## src/ovh_insert_pkg.sv

```systemverilog
// Purpose : Shared constants for the E3 overhead bit insertion port.
// Assumes : One line bit is handled per bit tick; the tick comes from a clock divider.
// Notes   : Overhead bit index n is byte n/8 of the frame overhead, bit 7-(n%8).
//
// Notes on behaviour
// - Strobe high just before each overhead bit
// - Marker with strobe only for first overhead bit
// - Count zero is byte one bit 7, insertable
// - Counts 1 to 23 never insertable
// - Counts 24 to 55 insertable
// - Eight strobes per byte, MSB first
// - Strobe lasts exactly one clock
// - Refused insert ignored, own value sent
package ovh_insert_pkg;

    // ---------------------------------------------------------------
    // Timing
    // ---------------------------------------------------------------
    localparam int CLK_FREQ_KHZ   = 125000;
    localparam int LINE_RATE_KHZ  = 34368;
    localparam int BIT_DIV_DEF    = CLK_FREQ_KHZ / LINE_RATE_KHZ;
    localparam int DIV_W          = 8;

    // ---------------------------------------------------------------
    // Frame layout
    // ---------------------------------------------------------------
    localparam int ROW_BITS_DEF   = 537;
    localparam int FRAME_ROWS_DEF = 8;
    localparam int COL_W          = 10;
    localparam int ROW_W          = 4;
    localparam int OH_BYTES       = 7;
    localparam int BYTE_BITS      = 8;
    localparam int OH_COUNT       = 56;
    localparam int OH_IDX_W       = 6;

    // Bit n set: overhead bit with strobe count n accepts insertion
    localparam logic [OH_COUNT-1:0] OH_INSERTABLE = 56'hFFFFFFFF000001;
    localparam logic [OH_IDX_W-1:0] OH_FIRST_IDX  = 6'h00;

    function automatic logic slot_insertable(input logic [OH_IDX_W-1:0] idx);
        return OH_INSERTABLE[idx];
    endfunction

endpackage

```

## src/e3_overhead_insert_port.sv

```systemverilog
// Purpose : Transmit overhead insertion port of an E3 framer channel (pulse counting).
// Assumes : Terminal holds request and data from one strobe until the next.
// Notes   : A request seen at a strobe applies to the slot of the previous strobe
//           and is used when that slot comes round in the next frame.
`timescale 1ns/1ps
module e3_overhead_insert_port
#(
    parameter int BIT_DIV    = ovh_insert_pkg::BIT_DIV_DEF,
    parameter int ROW_BITS   = ovh_insert_pkg::ROW_BITS_DEF,
    parameter int FRAME_ROWS = ovh_insert_pkg::FRAME_ROWS_DEF
)
(
    // Clock and reset
    input  wire logic                                sys_clk,
    input  wire logic                                resetn,
    // Framer core side
    input  wire logic                                payloadBit,
    output logic                                     payloadTake,
    input  wire logic                                ovhOwnBit,
    output logic      [ovh_insert_pkg::OH_IDX_W-1:0] ovhOwnIndex,
    output logic                                     lineDataOut,
    output logic                                     lineDataValid,
    // Terminal overhead port
    output logic                                     ovhFrameMarker,
    output logic                                     ovhSlotStrobe,
    input  wire logic                                ovhInsertRequest,
    input  wire logic                                ovhSerialIn
);
    import ovh_insert_pkg::*;

    localparam logic [DIV_W-1:0] DIV_LAST = DIV_W'(BIT_DIV - 1);
    localparam logic [DIV_W-1:0] DIV_PRE  = DIV_W'(BIT_DIV - 2);
    localparam logic [COL_W-1:0] COL_LAST = COL_W'(ROW_BITS - 1);
    localparam logic [ROW_W-1:0] ROW_LAST = ROW_W'(FRAME_ROWS - 1);

    // ---------------------------------------------------------------
    // Bit timing and frame position
    // ---------------------------------------------------------------
    logic [DIV_W-1:0]    divCnt_reg;
    logic [DIV_W-1:0]    divCnt_next;
    logic [COL_W-1:0]    col_reg;
    logic [COL_W-1:0]    col_next;
    logic [ROW_W-1:0]    row_reg;
    logic [ROW_W-1:0]    row_next;
    logic                bitTick;
    logic                preTick;
    logic                slotIsOh;
    logic [OH_IDX_W-1:0] ohIdx;
    logic                slotInsertable;

    ovh_slot_map slotMap (
        .rowPos         (row_reg),
        .colPos         (col_reg),
        .slotIsOh       (slotIsOh),
        .ohIdx          (ohIdx),
        .slotInsertable (slotInsertable)
    );

    always_comb begin
        bitTick     = (divCnt_reg == DIV_LAST);
        preTick     = (divCnt_reg == DIV_PRE);
        divCnt_next = bitTick ? '0 : divCnt_reg + DIV_W'(1);
        col_next    = col_reg;
        row_next    = row_reg;
        if (bitTick) begin
            if (col_reg == COL_LAST) begin
                col_next = '0;
                row_next = (row_reg == ROW_LAST) ? '0 : row_reg + ROW_W'(1);
            end else begin
                col_next = col_reg + COL_W'(1);
            end
        end
    end

    always_ff @(posedge sys_clk or negedge resetn) begin
        if (!resetn) begin
            divCnt_reg <= '0;
            col_reg    <= '0;
            row_reg    <= '0;
        end else begin
            divCnt_reg <= divCnt_next;
            col_reg    <= col_next;
            row_reg    <= row_next;
        end
    end

    // ---------------------------------------------------------------
    // Terminal strobes
    // ---------------------------------------------------------------
    always_comb begin
        ovhSlotStrobe  = preTick && slotIsOh;
        ovhFrameMarker = ovhSlotStrobe && (ohIdx == OH_FIRST_IDX);
        ovhOwnIndex    = ohIdx;
        payloadTake    = bitTick && !slotIsOh;
    end

    // ---------------------------------------------------------------
    // Insert capture and line output
    // ---------------------------------------------------------------
    logic [OH_COUNT-1:0] insValid_reg;
    logic [OH_COUNT-1:0] insValid_next;
    logic [OH_COUNT-1:0] insData_reg;
    logic [OH_COUNT-1:0] insData_next;
    logic [OH_IDX_W-1:0] lastIdx_reg;
    logic [OH_IDX_W-1:0] lastIdx_next;
    logic                haveLast_reg;
    logic                haveLast_next;
    logic                lineData_reg;
    logic                lineData_next;
    logic                lineValid_reg;
    logic                lineValid_next;
    logic                acceptInsert;

    always_comb begin
        insValid_next  = insValid_reg;
        insData_next   = insData_reg;
        lastIdx_next   = lastIdx_reg;
        haveLast_next  = haveLast_reg;
        lineData_next  = lineData_reg;
        lineValid_next = bitTick;
        // Request held since the previous strobe belongs to that slot
        acceptInsert   = ovhSlotStrobe && haveLast_reg && ovhInsertRequest
                         && slot_insertable(lastIdx_reg);
        if (acceptInsert) begin
            insValid_next[lastIdx_reg] = 1'b1;
            insData_next[lastIdx_reg]  = ovhSerialIn;
        end
        if (ovhSlotStrobe) begin
            lastIdx_next  = ohIdx;
            haveLast_next = 1'b1;
        end
        if (bitTick) begin
            if (slotIsOh) begin
                // Stored value is used once, then the slot reverts to own value
                lineData_next          = (slotInsertable && insValid_reg[ohIdx])
                                         ? insData_reg[ohIdx] : ovhOwnBit;
                insValid_next[ohIdx]   = 1'b0;
            end else begin
                lineData_next = payloadBit;
            end
        end
    end

    always_ff @(posedge sys_clk or negedge resetn) begin
        if (!resetn) begin
            insValid_reg  <= '0;
            insData_reg   <= '0;
            lastIdx_reg   <= '0;
            haveLast_reg  <= 1'b0;
            lineData_reg  <= 1'b0;
            lineValid_reg <= 1'b0;
        end else begin
            insValid_reg  <= insValid_next;
            insData_reg   <= insData_next;
            lastIdx_reg   <= lastIdx_next;
            haveLast_reg  <= haveLast_next;
            lineData_reg  <= lineData_next;
            lineValid_reg <= lineValid_next;
        end
    end

    always_comb begin
        lineDataOut   = lineData_reg;
        lineDataValid = lineValid_reg;
    end

    // ---------------------------------------------------------------
    // Strobe count since the last marker, as a terminal counts it
    // ---------------------------------------------------------------
    logic [OH_IDX_W-1:0] chkStrobes_reg;
    logic [OH_IDX_W-1:0] chkStrobes_next;
    logic                chkMarked_reg;
    logic                chkMarked_next;

    always_comb begin
        chkStrobes_next = chkStrobes_reg;
        chkMarked_next  = chkMarked_reg || ovhFrameMarker;
        if (ovhFrameMarker) begin
            chkStrobes_next = '0;
        end else if (ovhSlotStrobe) begin
            chkStrobes_next = chkStrobes_reg + OH_IDX_W'(1);
        end
    end

    always_ff @(posedge sys_clk or negedge resetn) begin
        if (!resetn) begin
            chkStrobes_reg <= '0;
            chkMarked_reg  <= 1'b0;
        end else begin
            chkStrobes_reg <= chkStrobes_next;
            chkMarked_reg  <= chkMarked_next;
        end
    end
endmodule

```

## src/ovh_slot_map.sv

```systemverilog
// Purpose : Maps a frame row and column to overhead slot index and insertability.
// Assumes : Overhead bytes occupy the first eight columns of rows 0 to 6.
// Notes   : Column 0 carries bit 7 of the byte, so bytes go out MSB first.
`timescale 1ns/1ps
module ovh_slot_map
(
    // Position of the next line bit
    input  wire logic [ovh_insert_pkg::ROW_W-1:0]    rowPos,
    input  wire logic [ovh_insert_pkg::COL_W-1:0]    colPos,
    // Slot decode
    output logic                                     slotIsOh,
    output logic      [ovh_insert_pkg::OH_IDX_W-1:0] ohIdx,
    output logic                                     slotInsertable
);
    import ovh_insert_pkg::*;

    always_comb begin
        slotIsOh       = (rowPos < ROW_W'(OH_BYTES)) && (colPos < COL_W'(BYTE_BITS));
        ohIdx          = {rowPos[2:0], colPos[2:0]};
        slotInsertable = slotIsOh && slot_insertable(ohIdx);
    end
endmodule

```

## config.mk

```make
export PLATFORM = sky130hd
export DESIGN_NAME = e3_overhead_insert_port
export DESIGN_NICKNAME = d
export VERILOG_FILES = /design/src/ovh_insert_pkg.sv /design/src/e3_overhead_insert_port.sv /design/src/ovh_slot_map.sv
export SDC_FILE = /design/constraint.sdc
export NUM_CORES = 1
export LEC_CHECK = 0
export BUFFER_PORTS_ARGS = -buffer_cell sky130_fd_sc_hd__buf_2
export CAP_MARGIN = 20
export CORE_MARGIN = 5
export CORE_UTILIZATION = 56
export DETAILED_ROUTE_END_ITERATION = 8
export PLACE_DENSITY = 0.8
export SKIP_CTS_REPAIR_TIMING = 1
export SLEW_MARGIN = 20
export SYNTH_ARGS = -nofsm -noshare
export SYNTH_HDL_FRONTEND = slang
export SYNTH_SLANG_ARGS = --single-unit
```

## constraint.sdc

```tcl
create_clock -name sys_clk -period 2.6 [get_ports sys_clk]
set_input_delay 0.52 -clock sys_clk [delete_from_list [all_inputs] [get_ports sys_clk]]
set_output_delay 0.52 -clock sys_clk [all_outputs]
set_load 0.01 [all_outputs]
```

==> impl_metrics.ini, run 1 <==
[logic_synthesis]
async_flop_share = 1.00
ys_seq_area_frac = 0.517
syn-instance-count = 596
ys_ff_latch = 135
yosysWarningCount = 0
synth_area_sq_mm = 0.00653
syn-num-nets = 608
synth_flop_cell = dfrtp_1
synth_edf_count = 0
syn_area_per_cell_sq_um = 11.0
synth_cell_types = 61

[critical_path]
path_depth = 4
regToRegEndpoint = lineDataOut$_DFFE_PN0P_
rr_startpoint = col_reg[2]$_DFFE_PN0P_
path_delay_family = simple AND/OR/NAND/NOR gates
cp_slowest_cell = dfrtp_1
start_kind = register
r2r_slack_ps = 140
timing.critical_path.buf_inv = 1
critPathKind = register to output port
path_cells = nor4_4 > nand3_4 > nor4_1 > buf_2
crit_required_ps = 2080
cp_max_fo = 6
setup.worst_path.end_class = output port
cp_slowest_stage_delay_ps = 430
cp.arrival_ps = 1950
ff2ff_path_depth = 8

[timing]
worstMarginPinSlew_ps = 701
finalMaxSlewViolations = 0
finalCritPeriodShare = 0.951
setup_violations = 0
hold_viol_final = 0
fin_ws_ps = 128
fmax_ghz = 0.405
rsz0062_at_grt = false
period_minus_slack_ps = 2470
slew-limit-headroom = 0.532
skew_ps = 7.29
fin_tns_setup_ps = 0

[route]
wl_mm = 16.6
drc_errors = 0
vias = 4928
drt-initial-drc-count = 618
final_antenna_net_count = 0
firstDrtPassIters = 5
viasPerCell = 6.35
wl_per_cell_um = 21.4

[floorplanning]
die_h_um = 118
dieArea_sq_mm = 0.0139
fp-row-count = 39
die_w_um = 118
start_util = 0.572
top_level_ports = 17
core_area_sq_mm = 0.0114

[layout]
largest_reg_flops = 56
fillers = 872
synthToLayoutAreaGrowth_pct = 15.1
seq_area_sq_mm = 0.00338
multi_input_area_sq_mm = 0.00283
postLayoutCellArea_sq_mm = 0.00751
fin_nets = 634
fin_util = 0.658
diodes = 0
drive_gt1_frac = 0.270

[clock_tree]
numClockSinks = 135
cts_root_buf = clkbuf_16
clk_pin_slew_ps = 50
worst_skew_pair.late_latency_ps = 420
h-tree-depth = 4
cts_buffers = 17
cts_tree = yes
clk_path_buf_depth = 2

[power]
p_sw_frac = 0.201
intPower_mw = 3.55
worst_ir_drop_vdd_mv = 0.639
power_frac_comb = 0.016
powerDensity_mw_per_mm2 = 591
p_leak_nw = 3.51
p_clk_frac = 0.509
p_sw_mw = 0.895
seq_power_share = 0.474

[grt]
grt-ovfl-total = 0
antenna_found_initial = 1
grt_pass1_wl_mm = 27.0
first_global_vias = 4869
gr-usage-all-layers = 0.247
grt_max_degree = 76

[run]
cap_violations = 0

[placed_design]
dp_hpwl_mm = 11.4
dp_slack_ps = 138
place.port_buffers = 16
dpl_cell_area_sq_mm = 0.00693
gp_congestion = 0.979

[hold_path]
hp-class = input pin to async pin

[run_status]
status = complete, no violations
## area by class of cell
| type | count | area share |
|---|---|---|
| inverter | 10 | 0.00500 |
| clock buffer | 27 | 0.0683 |
| multi-input combinational | 386 | 0.377 |
| timing repair buffer | 72 | 0.0708 |
| sequential | 135 | 0.450 |
| tap | 143 | 0.0238 |
| clock inverter | 3 | 0.00533 |
## power by group through the flow
stage          registers [mW]  clock network (mW)  logic [mW]
3_3_place_gp             2.14                   0      0.0709
4_1_cts                  2.11                2.28      0.0751
6_report                 2.11                2.26      0.0728
3_5_place_dp             2.14                   0      0.0744
5_1_grt                  2.11                2.39      0.0831
2_1_floorplan            2.14                   0      0.0123
## cells in the final DEF (no fill, tap or decap), drive strengths merged, types with 3 or more instances in the layout
cell / instances
inv: 10
a21oi: 69
o221ai: 5
ha: 6
xnor2: 10
buf: 72
nand3b: 4
nor2b: 5
nor3: 11
mux2: 48
or3b: 4
a2111oi: 5
o211ai: 4
nor4: 5
xor2: 4
a21boi: 15
o311ai: 3
dfrtp: 135
mux4: 8
a31oi: 4
o21ai: 17
nor3b: 3
mux2i: 13
or2: 3
clkbuf: 27
and3b: 6
and3: 9
a22oi: 3
nand3: 13
and4: 3
nand2b: 3
and2: 5
nand4: 3
nor2: 26
nand2: 51
## worst max path at each step
stage,startpoint,end,slack [ps]
final,col_reg[8]$_DFFE_PN0P_,ovhFrameMarker,130
after global routing,col_reg[2]$_DFFE_PN0P_,lineDataOut$_DFFE_PN0P_,3
after CTS,row_reg[3]$_DFFE_PN0P_,insData_reg[29]$_DFFE_PN0P_,110
after detailed placement,row_reg[3]$_DFFE_PN0P_,insData_reg[29]$_DFFE_PN0P_,140
after global placement,col_reg[0]$_DFFE_PN0P_,lineDataOut$_DFFE_PN0P_,240
after floorplan,col_reg[0]$_DFFE_PN0P_,lineDataOut$_DFFE_PN0P_,150
## logic make-up after synthesis
kind of cell             count (synthesis)  synth area share
AO/OA/AOI/OAI                          140             0.135
multiplexers                            69             0.131
buffers and inverters                   75            0.0523
flip-flops                             135             0.517
XOR/XNOR                                14            0.0188
AND/OR/NAND/NOR                        157             0.134
adder cells (fa/ha/maj)                  6            0.0115
## stage by stage
step / total power, mW / cells / hold WS, ps
3_3_place_gp: 2.21 / 745 / 365
2_1_floorplan: 2.16 / 596 / 224
3_5_place_dp: 2.22 / 745 / 365
4_1_cts: 4.47 / 775 / 150
6_report: 4.44 / 776 / 121
5_1_grt: 4.58 / 776 / 177
## routing by layer
metal	wire, um	GRT usage	up-vias	part of all wire
met5	11	0	-	0.00066
met4	561	0.113	2	0.034
met3	1260	0.0610	57	0.076
met2	7830	0.371	236	0.47
met1	6970	0.338	2458	0.42
li1	-	-	2175	-
## synth_stat cells, drive strengths merged (5+ instances only)
cell type	n	area, sq um
nand3	13	77.6
clkbuf	42	158
nor2b	5	31.3
o221ai	5	43.8
nor2	26	97.6
inv	10	37.5
nor4	5	58.8
xnor2	10	87.6
and2	5	31.3
buf	23	146
mux2	48	548
dfrtp	135	3380
a21oi	69	345
mux4	8	180
a21boi	15	113
mux2i	13	130
o21ai	17	85.1
nand2	51	194
and3	9	56.3
ha	6	75.1
a2111oi	5	62.6
and3b	6	52.6
nor3	11	66.3
(Power assumes the default switching activity.)
==> run 2, diff against run 1 <==
CAP_MARGIN = unset   (was 20)
GPL_TIMING_DRIVEN = 1   (was unset)
RECOVER_POWER = 100   (was unset)
==> run 2 against run 1 <==
  * The flow now finishes with violations (capacitance limit, slew limit)
  * Die area did not move
  * Combinational power shrank 7.7%
  * Hold slack better by 250 ps
  * Sequential power barely moved
  * Clock-buffer cell count did not move
  * First-iteration DRC count shrank 8.7%
  * Via count decreased by 0.12%
  * Register-to-register slack worse by 30 ps
  * Global-route usage unchanged
  * Highest routed layer unchanged
==> impl_metrics.ini, run 2 (synthesis gave the netlist of run 1 again) <==
[timing]
skew_ps = 8.16
hold_viol_final = 0
worstMarginPinSlew_ps = 1870
finalCritPeriodShare = 0.956
fmax_ghz = 0.402
slew-limit-headroom = -0.250
fin_tns_setup_ps = 0
fin_ws_ps = 114
period_minus_slack_ps = 2490
rsz0062_at_grt = false
setup_violations = 0
finalMaxSlewViolations = 76

[floorplanning]
core_area_sq_mm = 0.0114
start_util = 0.572
fp-row-count = 39
die_h_um = 118
top_level_ports = 17
die_w_um = 118
dieArea_sq_mm = 0.0139

[clock_tree]
clk_pin_slew_ps = 60
cts_root_buf = clkbuf_16
worst_skew_pair.late_latency_ps = 430
cts_buffers = 17
cts_tree = yes
h-tree-depth = 4
clk_path_buf_depth = 2
numClockSinks = 135

[placed_design]
dp_hpwl_mm = 11.4
place.port_buffers = 16
dp_slack_ps = 138
gp_congestion = 0.979
numPlacedInstances = 745

[route]
firstDrtPassIters = 5
wl_mm = 16.6
drc_errors = 0
vias = 4922
viasPerCell = 6.34
wl_per_cell_um = 21.5
drt-initial-drc-count = 564
final_antenna_net_count = 0

[critical_path]
setup.worst_path.end_class = register
cp_max_fo = 12
critPathKind = register to register
r2r_slack_ps = 110
cp_slowest_cell = dfrtp_2
rr_startpoint = col_reg[2]$_DFFE_PN0P_
path_cells = buf_4 > buf_4 > mux2_2 > o221ai_1 > o221ai_1 > o211ai_1 > or3b_2 > o21ai_0
crit_required_ps = 2920
start_kind = register
cp.arrival_ps = 2810
cp_slowest_stage_delay_ps = 510
ff2ff_path_depth = 8
regToRegEndpoint = lineDataOut$_DFFE_PN0P_

[power]
p_leak_nw = 3.44
p_sw_frac = 0.201
p_sw_mw = 0.894
seq_power_share = 0.475
total_power_mw = 4.44
p_clk_frac = 0.510
intPower_mw = 3.54
power_frac_comb = 0.015
powerDensity_mw_per_mm2 = 597
worst_ir_drop_vdd_mv = 0.640

[layout]
stdcell_count = 776
drive_gt1_frac = 0.240
final_common_cell = dfrtp_1
fin_util = 0.650
fin_nets = 634
fillers = 890
largest_reg_flops = 56
diodes = 0
synthToLayoutAreaGrowth_pct = 13.8
layout_common_cells = dfrtp_1 (133), a21oi_1 (69), nand2_1 (51), mux2_2 (42), buf_4 (41)

[hold_path]
hp-start = insData_reg[9]$_DFFE_PN0P_
hold_depth = 0
hp-class = register to register
hold_end = insData_reg[9]$_DFFE_PN0P_

[run_status]
status = complete, but fails checks
violations = capacitance limit, slew limit

[grt]
grt-ovfl-total = 0
antenna_found_initial = 1
grt_pass1_wl_mm = 27.0
grt_max_degree = 76
gr-usage-all-layers = 0.247
first_global_vias = 4869

[run]
cap_violations = 1
-- run 2: worst max path at each step --
| stage | start | to | slack (ps) | cells past startpoint |
|---|---|---|---|---|
| global route | col_reg[2]$_DFFE_PN0P_ | lineDataOut$_DFFE_PN0P_ | 0.6 | 8 |
| detailed placement | row_reg[3]$_DFFE_PN0P_ | insData_reg[29]$_DFFE_PN0P_ | 140 | 6 |
| CTS | row_reg[3]$_DFFE_PN0P_ | insData_reg[29]$_DFFE_PN0P_ | 110 | 6 |
| floorplan | col_reg[0]$_DFFE_PN0P_ | lineDataOut$_DFFE_PN0P_ | 150 | 10 |
| global placement | col_reg[0]$_DFFE_PN0P_ | lineDataOut$_DFFE_PN0P_ | 240 | 8 |
| finish | col_reg[2]$_DFFE_PN0P_ | lineDataOut$_DFFE_PN0P_ | 110 | 8 |
-- run 2: power groups by stage --
| stage | registers, mW | clock network [mW] | logic (mW) |
|---|---|---|---|
| finish | 2.11 | 2.26 | 0.0672 |
| detailed placement | 2.14 | 0 | 0.0744 |
| global route | 2.11 | 2.39 | 0.0773 |
| global placement | 2.14 | 0 | 0.0709 |
| floorplan | 2.14 | 0 | 0.0123 |
| CTS | 2.11 | 2.28 | 0.0751 |
-- run 2: layout make-up --
type,count,area (sq um),share of cell area
sequential,135,3380,0.455
clock inverter,3,40.0,0.00539
timing repair buffer,72,458,0.0617
tap,143,179,0.0241
multi-input combinational,386,2820,0.380
inverter,10,37.5,0.00505
clock buffer,27,513,0.0691
-- run 2: metrics by stage --
step | hold WS, ps | instance area, sq um
after CTS | 150 | 7480
after detailed placement | 365 | 6930
after floorplan | 224 | 6530
after global routing | 382 | 7430
after global placement | 365 | 6930
final | 372 | 7430
-- run 2: critical path: cells and delay by family, from the launching register on --
family | cells | cell delay [ps]
AO/OA/AOI/OAI | 4 | 780
buffers and inverters | 2 | 380
multiplexers | 1 | 230
flip-flops | 1 | 510
AND/OR/NAND/NOR | 1 | 480
-- run 2: metal layers --
metal / track usage / wire length, um / vias to the layer above
met3: 0.0610 / 1200 / 57
met4: 0.113 / 527 / 2
met2: 0.371 / 7850 / 222
li1: - / - / 2173
met1: 0.338 / 7060 / 2468
met5: 0 / 8 / -
